===== src/afe_path_gain_defines.svh =====
// register offsets, field positions, reset values and codes of the path and gain configuration bank
`ifndef AFE_PATH_GAIN_DEFINES_SVH
`define AFE_PATH_GAIN_DEFINES_SVH

`define ADDR_SLOT_A_PATH_CONNECTION 8'h43
`define ADDR_CHANNEL_GAIN_AND_POWER 8'h55
`define ADDR_DIGITAL_INTEGRATION_CONTROL 8'h5a

`define RST_SLOT_A_PATH_CONNECTION 16'hada5
`define RST_CHANNEL_GAIN_AND_POWER 16'h0000
`define RST_DIGITAL_INTEGRATION_CONTROL 16'h0000

`define CODE_FULL_ANALOG_CHAIN 16'hada5
`define CODE_AMP_CONV_BUFFERED 16'hae65
`define CODE_AMP_CONV_UNBUFFERED 16'hb065

`define POWERDOWN_MSB 15
`define POWERDOWN_LSB 13
`define POWERDOWN_ALL 3'h7
`define SLOT_B_CH4_GAIN_LSB 10
`define SLOT_B_CH3_GAIN_LSB 8
`define SLOT_B_CH2_GAIN_LSB 6
`define SLOT_A_CH4_GAIN_LSB 4
`define SLOT_A_CH3_GAIN_LSB 2
`define SLOT_A_CH2_GAIN_LSB 0

`define GAPPED_SAMPLING_BIT 7
`define SLOT_B_PAIR_COUNT_BIT 6
`define SLOT_A_PAIR_COUNT_BIT 5

`endif


===== src/afe_path_gain_pkg.sv =====
// types shared by the path and gain configuration bank
package afe_path_gain_pkg;

  // 0: 200 kohm, 1: 100 kohm, 2: 50 kohm, 3: 25 kohm
  typedef logic [1:0] gain_code_t;

  typedef struct packed {
    gain_code_t ch4;
    gain_code_t ch3;
    gain_code_t ch2;
    gain_code_t ch1;
  } chan_gains_t;

  typedef enum logic [1:0] {
    PATH_FULL_CHAIN = 2'b00,
    PATH_AMP_CONV_BUFFERED = 2'b01,
    PATH_AMP_CONV_UNBUFFERED = 2'b10,
    PATH_RESERVED = 2'b11
  } path_mode_t;

  typedef struct packed {
    logic [7:0] addr;
    logic [15:0] wdata;
    logic wr;
    logic rd;
  } reg_req_t;

endpackage


===== src/afe_path_gain_config_bank.sv =====
// configuration bank for the slot A path code, channel 2..4 gains, power-down and digital integration modes
//
// Contract
// Slot A path code is a 16-bit read-write register that resets to the full analog chain code 0xada5.
// Software writes 0xae65 or 0xb065 for amplifier-to-converter use by buffer bit state; other codes are reserved.
// Bits 15:13 of the gain register power down channels 2 to 4 in digital integration when set to 7.
// Slot B gain fields for channels 4, 3, 2 sit at bits 11:10, 9:8, 7:6 and reset to zero.
// Slot A gain fields for channels 4, 3, 2 sit at bits 5:4, 3:2, 1:0 and reset to zero.
// Gapped-mode bit 7 inserts a gap set by the active slot's fine offset, or no gap when clear.
// Bit 6 selects single sample pair for slot B when set and double pair when clear.
// Bit 5 selects single sample pair for slot A when set and double pair when clear.
// The slot A integrator becomes a buffer when its buffer bit is set or digital integration is chosen.
// Per-channel gains apply only while the slot's individual-gain enable is set, else the common gain.
// Reserved bits are written zero by software and are stored and returned unchanged.
`timescale 1ns/1ns
`include "afe_path_gain_defines.svh"

module afe_path_gain_config_bank (
  input wire logic SYS_CLK,
  input wire logic SYS_RST,
  input wire afe_path_gain_pkg::reg_req_t REG_REQ,
  output afe_path_gain_pkg::path_mode_t SLOT_A_PATH_MODE,
  output logic [15:0] REG_RDATA,
  output logic REG_RVALID,
  input wire logic SLOT_A_INTEGRATOR_BUFFER_SELECT,
  input wire logic SLOT_A_DIGITAL_INTEGRATE,
  input wire logic SLOT_B_DIGITAL_INTEGRATE,
  input wire logic SLOT_A_PER_CHANNEL_GAIN_ENABLE,
  input wire logic SLOT_B_PER_CHANNEL_GAIN_ENABLE,
  input wire afe_path_gain_pkg::gain_code_t SLOT_A_COMMON_GAIN,
  input wire afe_path_gain_pkg::gain_code_t SLOT_B_COMMON_GAIN,
  input wire logic [4:0] SLOT_A_WINDOW_FINE_OFFSET,
  input wire logic [4:0] SLOT_B_WINDOW_FINE_OFFSET,
  input wire logic ACTIVE_SLOT_B,
  output logic [15:0] SLOT_A_PATH_CODE,
  output afe_path_gain_pkg::chan_gains_t SLOT_A_GAINS,
  output afe_path_gain_pkg::chan_gains_t SLOT_B_GAINS,
  output logic PHOTODIODE_INPUT_TWO_POWERDOWN,
  output logic PHOTODIODE_INPUT_THREE_POWERDOWN,
  output logic PHOTODIODE_INPUT_FOUR_POWERDOWN,
  output logic SLOT_A_INTEGRATOR_AS_BUFFER,
  output logic [4:0] SAMPLE_GAP_US,
  output logic SLOT_A_SINGLE_PAIR,
  output logic SLOT_B_SINGLE_PAIR
);
  import afe_path_gain_pkg::*;

  ////////////////////////////////////////////////////////////////////////////////
  // helpers

  function automatic path_mode_t decode_path(input logic [15:0] code);
    case (code)
      `CODE_FULL_ANALOG_CHAIN: decode_path = PATH_FULL_CHAIN;
      `CODE_AMP_CONV_BUFFERED: decode_path = PATH_AMP_CONV_BUFFERED;
      `CODE_AMP_CONV_UNBUFFERED: decode_path = PATH_AMP_CONV_UNBUFFERED;
      default: decode_path = PATH_RESERVED;
    endcase
  endfunction

  // per-channel field when individual gain is on, common gain otherwise
  function automatic chan_gains_t pick_gains(input logic ind_en, input gain_code_t common,
                                             input logic [5:0] per_chan);
    chan_gains_t g;
    g.ch1 = common;
    if (ind_en) begin
      g.ch4 = per_chan[5:4];
      g.ch3 = per_chan[3:2];
      g.ch2 = per_chan[1:0];
    end else begin
      g.ch4 = common;
      g.ch3 = common;
      g.ch2 = common;
    end
    pick_gains = g;
  endfunction

  ////////////////////////////////////////////////////////////////////////////////
  // register storage

  logic [15:0] path_connection;
  logic [15:0] gain_and_power;
  logic [15:0] integration_control;
  logic [15:0] next_path_connection;
  logic [15:0] next_gain_and_power;
  logic [15:0] next_integration_control;
  logic [15:0] next_rdata;
  logic next_rvalid;

  // whole words stored, reserved bits included, so they read back as written
  always_comb begin
    next_path_connection = path_connection;
    next_gain_and_power = gain_and_power;
    next_integration_control = integration_control;
    if (REG_REQ.wr) begin
      case (REG_REQ.addr)
        `ADDR_SLOT_A_PATH_CONNECTION: next_path_connection = REG_REQ.wdata;
        `ADDR_CHANNEL_GAIN_AND_POWER: next_gain_and_power = REG_REQ.wdata;
        `ADDR_DIGITAL_INTEGRATION_CONTROL: next_integration_control = REG_REQ.wdata;
        default: next_path_connection = path_connection;
      endcase
    end
  end

  always_ff @(posedge SYS_CLK) begin
    if (SYS_RST) begin
      path_connection <= `RST_SLOT_A_PATH_CONNECTION;
      gain_and_power <= `RST_CHANNEL_GAIN_AND_POWER;
      integration_control <= `RST_DIGITAL_INTEGRATION_CONTROL;
    end else begin
      path_connection <= next_path_connection;
      gain_and_power <= next_gain_and_power;
      integration_control <= next_integration_control;
    end
  end

  ////////////////////////////////////////////////////////////////////////////////
  // read port: the answer stands for one cycle after the request is taken

  always_comb begin
    next_rvalid = REG_REQ.rd;
    next_rdata = 16'h0000;
    if (REG_REQ.rd) begin
      case (REG_REQ.addr)
        `ADDR_SLOT_A_PATH_CONNECTION: next_rdata = path_connection;
        `ADDR_CHANNEL_GAIN_AND_POWER: next_rdata = gain_and_power;
        `ADDR_DIGITAL_INTEGRATION_CONTROL: next_rdata = integration_control;
        default: next_rdata = 16'h0000;
      endcase
    end
  end

  always_ff @(posedge SYS_CLK) begin
    if (SYS_RST) begin
      REG_RDATA <= 16'h0000;
      REG_RVALID <= 1'b0;
    end else begin
      REG_RDATA <= next_rdata;
      REG_RVALID <= next_rvalid;
    end
  end

  ////////////////////////////////////////////////////////////////////////////////
  // path code and integrator mode seen by the analog chain

  path_mode_t next_path_mode;
  logic next_buffer;

  always_comb begin
    next_path_mode = decode_path(path_connection);
    next_buffer = SLOT_A_INTEGRATOR_BUFFER_SELECT | SLOT_A_DIGITAL_INTEGRATE;
  end

  always_ff @(posedge SYS_CLK) begin
    if (SYS_RST) begin
      SLOT_A_PATH_MODE <= PATH_FULL_CHAIN;
      SLOT_A_PATH_CODE <= `RST_SLOT_A_PATH_CONNECTION;
      SLOT_A_INTEGRATOR_AS_BUFFER <= 1'b0;
    end else begin
      SLOT_A_PATH_MODE <= next_path_mode;
      SLOT_A_PATH_CODE <= path_connection;
      SLOT_A_INTEGRATOR_AS_BUFFER <= next_buffer;
    end
  end

  ////////////////////////////////////////////////////////////////////////////////
  // effective channel gains and channel 2..4 power-down

  chan_gains_t next_a_gains;
  chan_gains_t next_b_gains;
  logic next_pd;
  logic any_digital;

  always_comb begin
    any_digital = SLOT_A_DIGITAL_INTEGRATE | SLOT_B_DIGITAL_INTEGRATE;
    next_a_gains = pick_gains(SLOT_A_PER_CHANNEL_GAIN_ENABLE, SLOT_A_COMMON_GAIN,
                              gain_and_power[`SLOT_A_CH4_GAIN_LSB+1:`SLOT_A_CH2_GAIN_LSB]);
    next_b_gains = pick_gains(SLOT_B_PER_CHANNEL_GAIN_ENABLE, SLOT_B_COMMON_GAIN,
                              gain_and_power[`SLOT_B_CH4_GAIN_LSB+1:`SLOT_B_CH2_GAIN_LSB]);
    // only the all-ones code powers down; other nonzero codes leave channels up
    next_pd = any_digital && (gain_and_power[`POWERDOWN_MSB:`POWERDOWN_LSB] == `POWERDOWN_ALL);
  end

  always_ff @(posedge SYS_CLK) begin
    if (SYS_RST) begin
      SLOT_A_GAINS <= '0;
      SLOT_B_GAINS <= '0;
      PHOTODIODE_INPUT_TWO_POWERDOWN <= 1'b0;
      PHOTODIODE_INPUT_THREE_POWERDOWN <= 1'b0;
      PHOTODIODE_INPUT_FOUR_POWERDOWN <= 1'b0;
    end else begin
      SLOT_A_GAINS <= next_a_gains;
      SLOT_B_GAINS <= next_b_gains;
      PHOTODIODE_INPUT_TWO_POWERDOWN <= next_pd;
      PHOTODIODE_INPUT_THREE_POWERDOWN <= next_pd;
      PHOTODIODE_INPUT_FOUR_POWERDOWN <= next_pd;
    end
  end

  ////////////////////////////////////////////////////////////////////////////////
  // digital integration gap and sample pair modes

  logic [4:0] next_gap;
  logic next_a_single;
  logic next_b_single;

  always_comb begin
    if (!integration_control[`GAPPED_SAMPLING_BIT]) begin
      next_gap = 5'h00;
    end else if (ACTIVE_SLOT_B) begin
      next_gap = SLOT_B_WINDOW_FINE_OFFSET;
    end else begin
      next_gap = SLOT_A_WINDOW_FINE_OFFSET;
    end
    next_b_single = integration_control[`SLOT_B_PAIR_COUNT_BIT];
    next_a_single = integration_control[`SLOT_A_PAIR_COUNT_BIT];
  end

  always_ff @(posedge SYS_CLK) begin
    if (SYS_RST) begin
      SAMPLE_GAP_US <= 5'h00;
      SLOT_A_SINGLE_PAIR <= 1'b0;
      SLOT_B_SINGLE_PAIR <= 1'b0;
    end else begin
      SAMPLE_GAP_US <= next_gap;
      SLOT_A_SINGLE_PAIR <= next_a_single;
      SLOT_B_SINGLE_PAIR <= next_b_single;
    end
  end

endmodule // afe_path_gain_config_bank


===== config.mk =====
export PLATFORM = sky130hd
export DESIGN_NAME = afe_path_gain_config_bank
export DESIGN_NICKNAME = d
export VERILOG_FILES = /design/src/afe_path_gain_pkg.sv /design/src/afe_path_gain_config_bank.sv
export VERILOG_INCLUDE_DIRS = /design/src
export SDC_FILE = /design/constraint.sdc
export NUM_CORES = 1
export LEC_CHECK = 0
export BUFFER_PORTS_ARGS = -buffer_cell sky130_fd_sc_hd__buf_4
export CAP_MARGIN = 20
export CORE_MARGIN = 4
export CORE_UTILIZATION = 50
export DETAILED_ROUTE_END_ITERATION = 16
export HOLD_SLACK_MARGIN = 0.02
export PLACE_DENSITY = 0.77
export RECOVER_POWER = 50
export SLEW_MARGIN = 15
export SYNTH_ARGS = -nofsm -noshare
export SYNTH_HDL_FRONTEND = slang
export SYNTH_SLANG_ARGS = --single-unit

===== constraint.sdc =====
create_clock -name SYS_CLK -period 4.11 [get_ports SYS_CLK]
set_clock_uncertainty 0.15 [all_clocks]
set_input_delay 0.2055 -clock SYS_CLK [delete_from_list [all_inputs] [get_ports SYS_CLK]]
set_output_delay 0.2055 -clock SYS_CLK [all_outputs]
set_load 0.1 [all_outputs]

==> impl_metrics.yaml, run 1 <==
status:
  status: "completed"
setup_path:
  rr_worst_depth: 4
  reg2reg_slack_ps: 2690
  required_ps: 3750
  slowest_stage: "clkbuf_1"
  rr_startpoint: "path_connection[9]$_SDFFE_PP0P_"
  startpoint_type: "register"
  worst-path-buf-inv: 1
  path_delay_family: "buffers and inverters"
  critPathKind: "register to output port"
  end_kind: "output port"
  crit_arrival_ps: 1580
  critical_path.max_fanout: 1
  worstReg2RegEnd: "SLOT_A_PATH_MODE[1]$_SDFF_PP0_"
  cpPeakStageDelay_ps: 870
  crit_chain: "clkbuf_1"
detailed_routing:
  wl_per_cell_um: 15.40
  drtAntennaViolNets: 0
  via_per_inst: 5.409
  drc_errors: 0
  first_pass_iters: 6
  drt_iter0_drc: 369
  wirelength_um: 9950
  num_vias: 3494
sta:
  setup_violations: 0
  finalSetupTns_ps: 0
  worst_pin_slew_ps: 1198
  finalCriticalPeriod_ps: 1938
  slew_headroom: 0.2047
  hold_viol_final: 0
  rsz0062_at_grt: "false"
  final_max_slew_viol_count: 0
  post-route-period-util: 0.4716
  fmax_mhz: 515.9
yosys:
  synth_area_mm2: 0.003856
  ys_warn_count: 0
  yosysSeqAreaShare: 0.5607
  syn_nets: 465
  synth_top_cell_by_area: "dfxtp_1"
  netlist_top_cells_area: "dfxtp_1, a21oi_1, nand3_1"
  syn_avg_cell_area_um2: 9.247
  syn_inst: 417
  ys_ff_latch: 108
  synth.distinct_cells: 31
  yosysTopAreaCellShare: 0.5607
pwr:
  power_density_mw_per_mm2: 375.8
  power_leakage_nw: 1.844
  report.power.total_mw: 1.885
  peakVddDrop_v: 0.0001897
clock_tree:
  cts_buffer_depth: 2
  cts_tree: "built"
  h-tree-depth: 3
  cts_root_buf: "clkbuf_8"
  clkLatencyLatePin_ps: 360
  cts_setup_buffers: 0
  path_clk_slew_ps: 100
  post_cts_resized: 0
  cts_hold_buf: 37
  cts_sinks: 108
  numCtsBuffers: 9
min_path:
  hold_start: "REG_REQ[1]"
  min_to: "integration_control[15]$_SDFFE_PP0P_"
  holdPathStages: 3
  hold_class: "primary input to register"
grt:
  antenna_found_initial: 0
  grt_usage: 0.2178
  grt_max_degree: 89
  grt_pass1_wl_um: 15480
  gr-total-overflow: 0
  grt_pass1_vias: 3148
place:
  port_buffers: 109
  place_hpwl_um: 6118
  dpl_cell_area_mm2: 0.004639
  gp_congestion: 0.7727
final_layout:
  finalNetCount: 590
  multi_input_area_mm2: 0.001506
  antenna_cells: 0
  finalInstanceArea_mm2: 0.005017
  drive_gt1_frac: 0.1536
  fill_cells: 639
  seq_area_mm2: 0.002162
  syn2layout_area_growth_pct: 30.11
floorplanning:
  core_area_mm2: 0.007370
  start_util: 0.5233
  fp-row-count: 31
  dieArea_mm2: 0.009181
  pin_count: 110
  die_h_um: 95.82
  fp.dieW_um: 95.82
run:
  maxCapViolCount: 0
[worst max path at each step]
| stage | start | endpoint | slack (ps) | depth (start not counted) |
|---|---|---|---|---|
| 3_3_place_gp | REG_REQ[25] | REG_RDATA[8]$_SDFF_PP0_ | 1900 | 5 |
| 6_report | REG_RDATA[8]$_SDFF_PP0_ | REG_RDATA[8] | 2170 | 1 |
| 5_1_grt | SLOT_B_GAINS[3]$_SDFF_PP0_ | SLOT_B_GAINS[3] | 2130 | 1 |
| 3_5_place_dp | REG_REQ[25] | REG_RDATA[2]$_SDFF_PP0_ | 1890 | 5 |
| 2_1_floorplan | PHOTODIODE_INPUT_FOUR_POWERDOWN$_SDFF_PP0_ | PHOTODIODE_INPUT_THREE_POWERDOWN | 2380 | 1 |
| 4_1_cts | REG_REQ[25] | REG_RDATA[12]$_SDFF_PP0_ | 2220 | 5 |
[layout make-up]
type | instances | share of cell area
Clock buffer | 11 | 0.02818
Clock inverter | 5 | 0.01197
Multi-Input combinational cell | 275 | 0.3002
Sequential cell | 108 | 0.4309
Tap cell | 99 | 0.02469
Timing Repair Buffer | 148 | 0.2040
[cell usage after synthesis, drive strengths merged]
| master | instances |
|---|---|
| buf | 21 |
| nand4b | 1 |
| nand3 | 50 |
| a31oi | 1 |
| o211ai | 1 |
| nand2 | 63 |
| nor4bb | 3 |
| dfxtp | 108 |
| nor4b | 1 |
| nand2b | 5 |
| nor2 | 26 |
| a21o | 1 |
| o21ai | 1 |
| clkbuf | 13 |
| nor3b | 3 |
| and3 | 2 |
| and2 | 1 |
| a21oi | 51 |
| nand4 | 3 |
| and3b | 2 |
| a222oi | 16 |
| and4bb | 2 |
| nand3b | 9 |
| and2b | 1 |
| mux2i | 5 |
| or2 | 9 |
| and4b | 1 |
| nor2b | 17 |
[metal layers]
| metal | global-route usage | share of wire | up-vias |
|---|---|---|---|
| met3 | 0.03362 | 0.092 | 17 |
| met5 | 0 | 0 | - |
| li1 | - | - | 1693 |
| met2 | 0.3550 | 0.47 | 173 |
| met1 | 0.2906 | 0.42 | 1611 |
| met4 | 0.08531 | 0.017 | 0 |
[cells by family (layout without fill, tap and decap cells)]
kind of cell	Yosys count	count (layout)	share of synthesized area
AOI/OAI and AO/OA	71	71	0.1145
buffers and inverters	34	164	0.04899
DFF	108	108	0.5607
muxes	5	5	0.01298
and+or+nand+nor	199	199	0.2628
[cells in the final DEF, fill, tap and decap left out, types with 2 or more instances in the layout]
master | synthesis | routed
a222oi_1 | 16 | 16
a21oi_1 | 51 | 51
dfxtp_1 | 108 | 108
clkbuf_8 | 0 | 10
or2_2 | 9 | 9
nand3_1 | 50 | 50
nor3b_1 | 3 | 3
nor2b_1 | 17 | 17
dlygate4sd3_1 | 0 | 37
nor4bb_1 | 3 | 3
buf_8 | 0 | 2
nand2b_1 | 5 | 5
clkbuf_1 | 13 | 53
nand3b_1 | 9 | 9
and4bb_1 | 2 | 2
mux2i_1 | 5 | 5
nand4_1 | 3 | 3
buf_4 | 4 | 57
nor2_1 | 26 | 26
and3b_1 | 2 | 2
nand2_1 | 63 | 63
[worst register-to-register path: stages, from the launching register on]
cell	delay (ps)
dfxtp_1	460
nor4bb_1	350
o211ai_1	150
nor2b_1	130
nor2_1	40
[where the power goes]
| part | switching, mW | internal (mW) |
|---|---|---|
| Clock | 0.344 | 0.301 |
| Sequential | 0.00267 | 1.05 |
| Combinational | 0.115 | 0.0678 |
[registers in the layout (all words and copies together), names as in the netlist]
signal	cells
SLOT_A_PATH_MODE	2
SLOT_A_GAINS	8
REG_RVALID	1
SLOT_B_GAINS	8
gain_and_power	16
SLOT_A_SINGLE_PAIR	1
SLOT_A_INTEGRATOR_AS_BUFFER	1
REG_RDATA	16
SLOT_B_SINGLE_PAIR	1
integration_control	16
SLOT_A_PATH_CODE	16
path_connection	16
SAMPLE_GAP_US	5
PHOTODIODE_INPUT_FOUR_POWERDOWN	1
[through the flow]
step	std cells	hold slack [ps]	setup slack, ps	utilization
2_1_floorplan	417	138.6	2380	-
3_3_place_gp	591	260.3	1899	0.6255
3_5_place_dp	593	270.7	1891	0.6295
4_1_cts	646	189.2	2217	0.7071
5_1_grt	646	219.6	2127	0.6808
6_report	646	205.3	2172	0.6808
(Power assumes the default switching activity.)
==> inputs of run 2 (changes only) <==
CORE_UTILIZATION = 46   (was 50)
PLACE_DENSITY = 0.75   (was 0.77)
clock period = 1.7 ns   (was 4.11 ns; I/O delays follow)
==> run 2 against run 1 <==
Net effect:
- count of clock-buffer cells in the layout is 1 higher
- clock power up 130%
- cell area increased by 4.2%
==> impl_metrics.yaml, run 2 (synthesized netlist as in run 1, its figures left out) <==
status:
  status: "completed"
pwr:
  swShare: 0.2470
  power.switching_mw: 1.107
  internal-power_mw: 3.376
  peakVddDrop_v: 0.0004406
  p_seq_frac: 0.570
  comb_power_share: 0.103
  power_density_mw_per_mm2: 857.2
  pwr-share-clk: 0.327
  power_leakage_nw: 2.061
setup_path:
  crit_arrival_ps: 1740
  rr_worst_depth: 4
  critPathKind: "primary input to register"
  worstReg2RegEnd: "SLOT_A_PATH_MODE[1]$_SDFF_PP0_"
  critical_path.max_fanout: 30
  end_kind: "register"
  rr_startpoint: "path_connection[13]$_SDFFE_PP1P_"
  startpoint_type: "primary input"
  reg2reg_slack_ps: 280
  required_ps: 1850
final_layout:
  syn2layout_area_growth_pct: 35.63
  drive_gt1_frac: 0.2522
  layout.cells.non_filler: 664
  most-common-layout-cells: "dfxtp_1, nand2_1, buf_4"
  utilization: 0.6397
  fill_cells: 696
  antenna_cells: 0
  final_common_cell: "dfxtp_1"
  finalNetCount: 603
place:
  port_buffers: 109
  place_hpwl_um: 6127
  gp_congestion: 0.7919
  dp_cells: 605
  dp_slack_ps: 197.1
grt:
  gr-total-overflow: 0
  antenna_found_initial: 0
  grt_max_degree: 88
  grt_pass1_wl_um: 15940
  grt_usage: 0.1997
  grt_pass1_vias: 3260
detailed_routing:
  wirelength_um: 9878
  first_pass_iters: 7
  drt_iter0_drc: 326
  num_vias: 3511
  wl_per_cell_um: 14.88
  drtAntennaViolNets: 0
  via_per_inst: 5.288
  drc_errors: 0
sta:
  final_max_slew_viol_count: 0
  holdWs_ps: 177.3
  setup_violations: 0
  hold_viol_final: 0
  fmax_mhz: 630.6
  slew_headroom: 0.5554
  finalCriticalPeriod_ps: 1586
  finalSetupTns_ps: 0
  rsz0062_at_grt: "false"
  post-route-period-util: 0.9328
  setup_slack_ps: 114.3
  worst_pin_slew_ps: 666.9
min_path:
  hold_start: "REG_REQ[25]"
  hold_class: "primary input to register"
  holdPathStages: 6
  min_to: "path_connection[5]$_SDFFE_PP1P_"
floorplanning:
  start_util: 0.4717
  die_h_um: 99.56
  fp-row-count: 33
  fp.dieW_um: 99.56
  core_area_mm2: 0.008175
  pin_count: 110
  dieArea_mm2: 0.009912
clock_tree:
  cts_root_buf: "clkbuf_8"
  h-tree-depth: 3
  cts_tree: "built"
  cts_setup_buffers: 0
  numCtsBuffers: 9
  cts_sinks: 108
  clkLatencyLatePin_ps: 360
  path_clk_slew_ps: 90
  cts_buffer_depth: 2
run:
  maxCapViolCount: 0
run 2: worst max-delay path by stage:
stage | startpoint | endpoint | slack (ps) | cells after the start
2_1_floorplan | PHOTODIODE_INPUT_FOUR_POWERDOWN$_SDFF_PP0_ | PHOTODIODE_INPUT_THREE_POWERDOWN | 90 | 1
3_3_place_gp | REG_REQ[22] | REG_RDATA[13]$_SDFF_PP0_ | 240 | 6
3_5_place_dp | REG_REQ[22] | REG_RDATA[0]$_SDFF_PP0_ | 200 | 6
4_1_cts | REG_REQ[23] | path_connection[2]$_SDFFE_PP1P_ | 120 | 7
5_1_grt | REG_REQ[22] | path_connection[2]$_SDFFE_PP1P_ | 5 | 7
6_report | REG_REQ[1] | gain_and_power[6]$_SDFFE_PP0P_ | 110 | 5
run 2: power by group through the flow:
stage	combinational [mW]	sequential, mW	clock (mW)
3_5_place_dp	0.394	2.62	0
3_3_place_gp	0.390	2.62	0
2_1_floorplan	0.0894	2.76	0
4_1_cts	0.471	2.56	1.48
6_report	0.461	2.56	1.47
5_1_grt	0.487	2.56	1.60
run 2: final cells by class:
cell class	instances	area, um2	area share
Sequential cell	108	2162	0.4134
Multi-Input combinational cell	275	1510	0.2888
Timing Repair Buffer	161	1240	0.2371
Clock buffer	12	165.2	0.03158
Tap cell	105	131.4	0.02512
Clock inverter	3	21.27	0.004067
run 2: worst max-delay path, cell delays in order:
cell and delay [ps]:
dlygate4sd3_1 530, buf_4 310, nand3_1 100, dlygate4sd3_1 570, a21oi_1 130
run 2: metrics by stage:
stage | power (mW) | cell area, um2
after global placement | 3.005 | 4727
final | 4.483 | 5230
after floorplan | 2.854 | 3856
after CTS | 4.509 | 5354
after detailed placement | 3.009 | 4727
after global routing | 4.643 | 5230
run 2: metal layers:
metal,GRT usage,routed length [um],up-vias
li1,-,-,1719
met1,0.2528,4137,1605
met2,0.3290,4730,169
met3,0.04698,851,18
met4,0.07983,158,0
met5,0,0,-
run 2: repair_timing:
item | CTS | global route
hold endpoints to repair | 72 | 0
hold buffers | 44 | 0
endpoints found under the setup margin | 0 | 1
resized for setup | 0 | 1
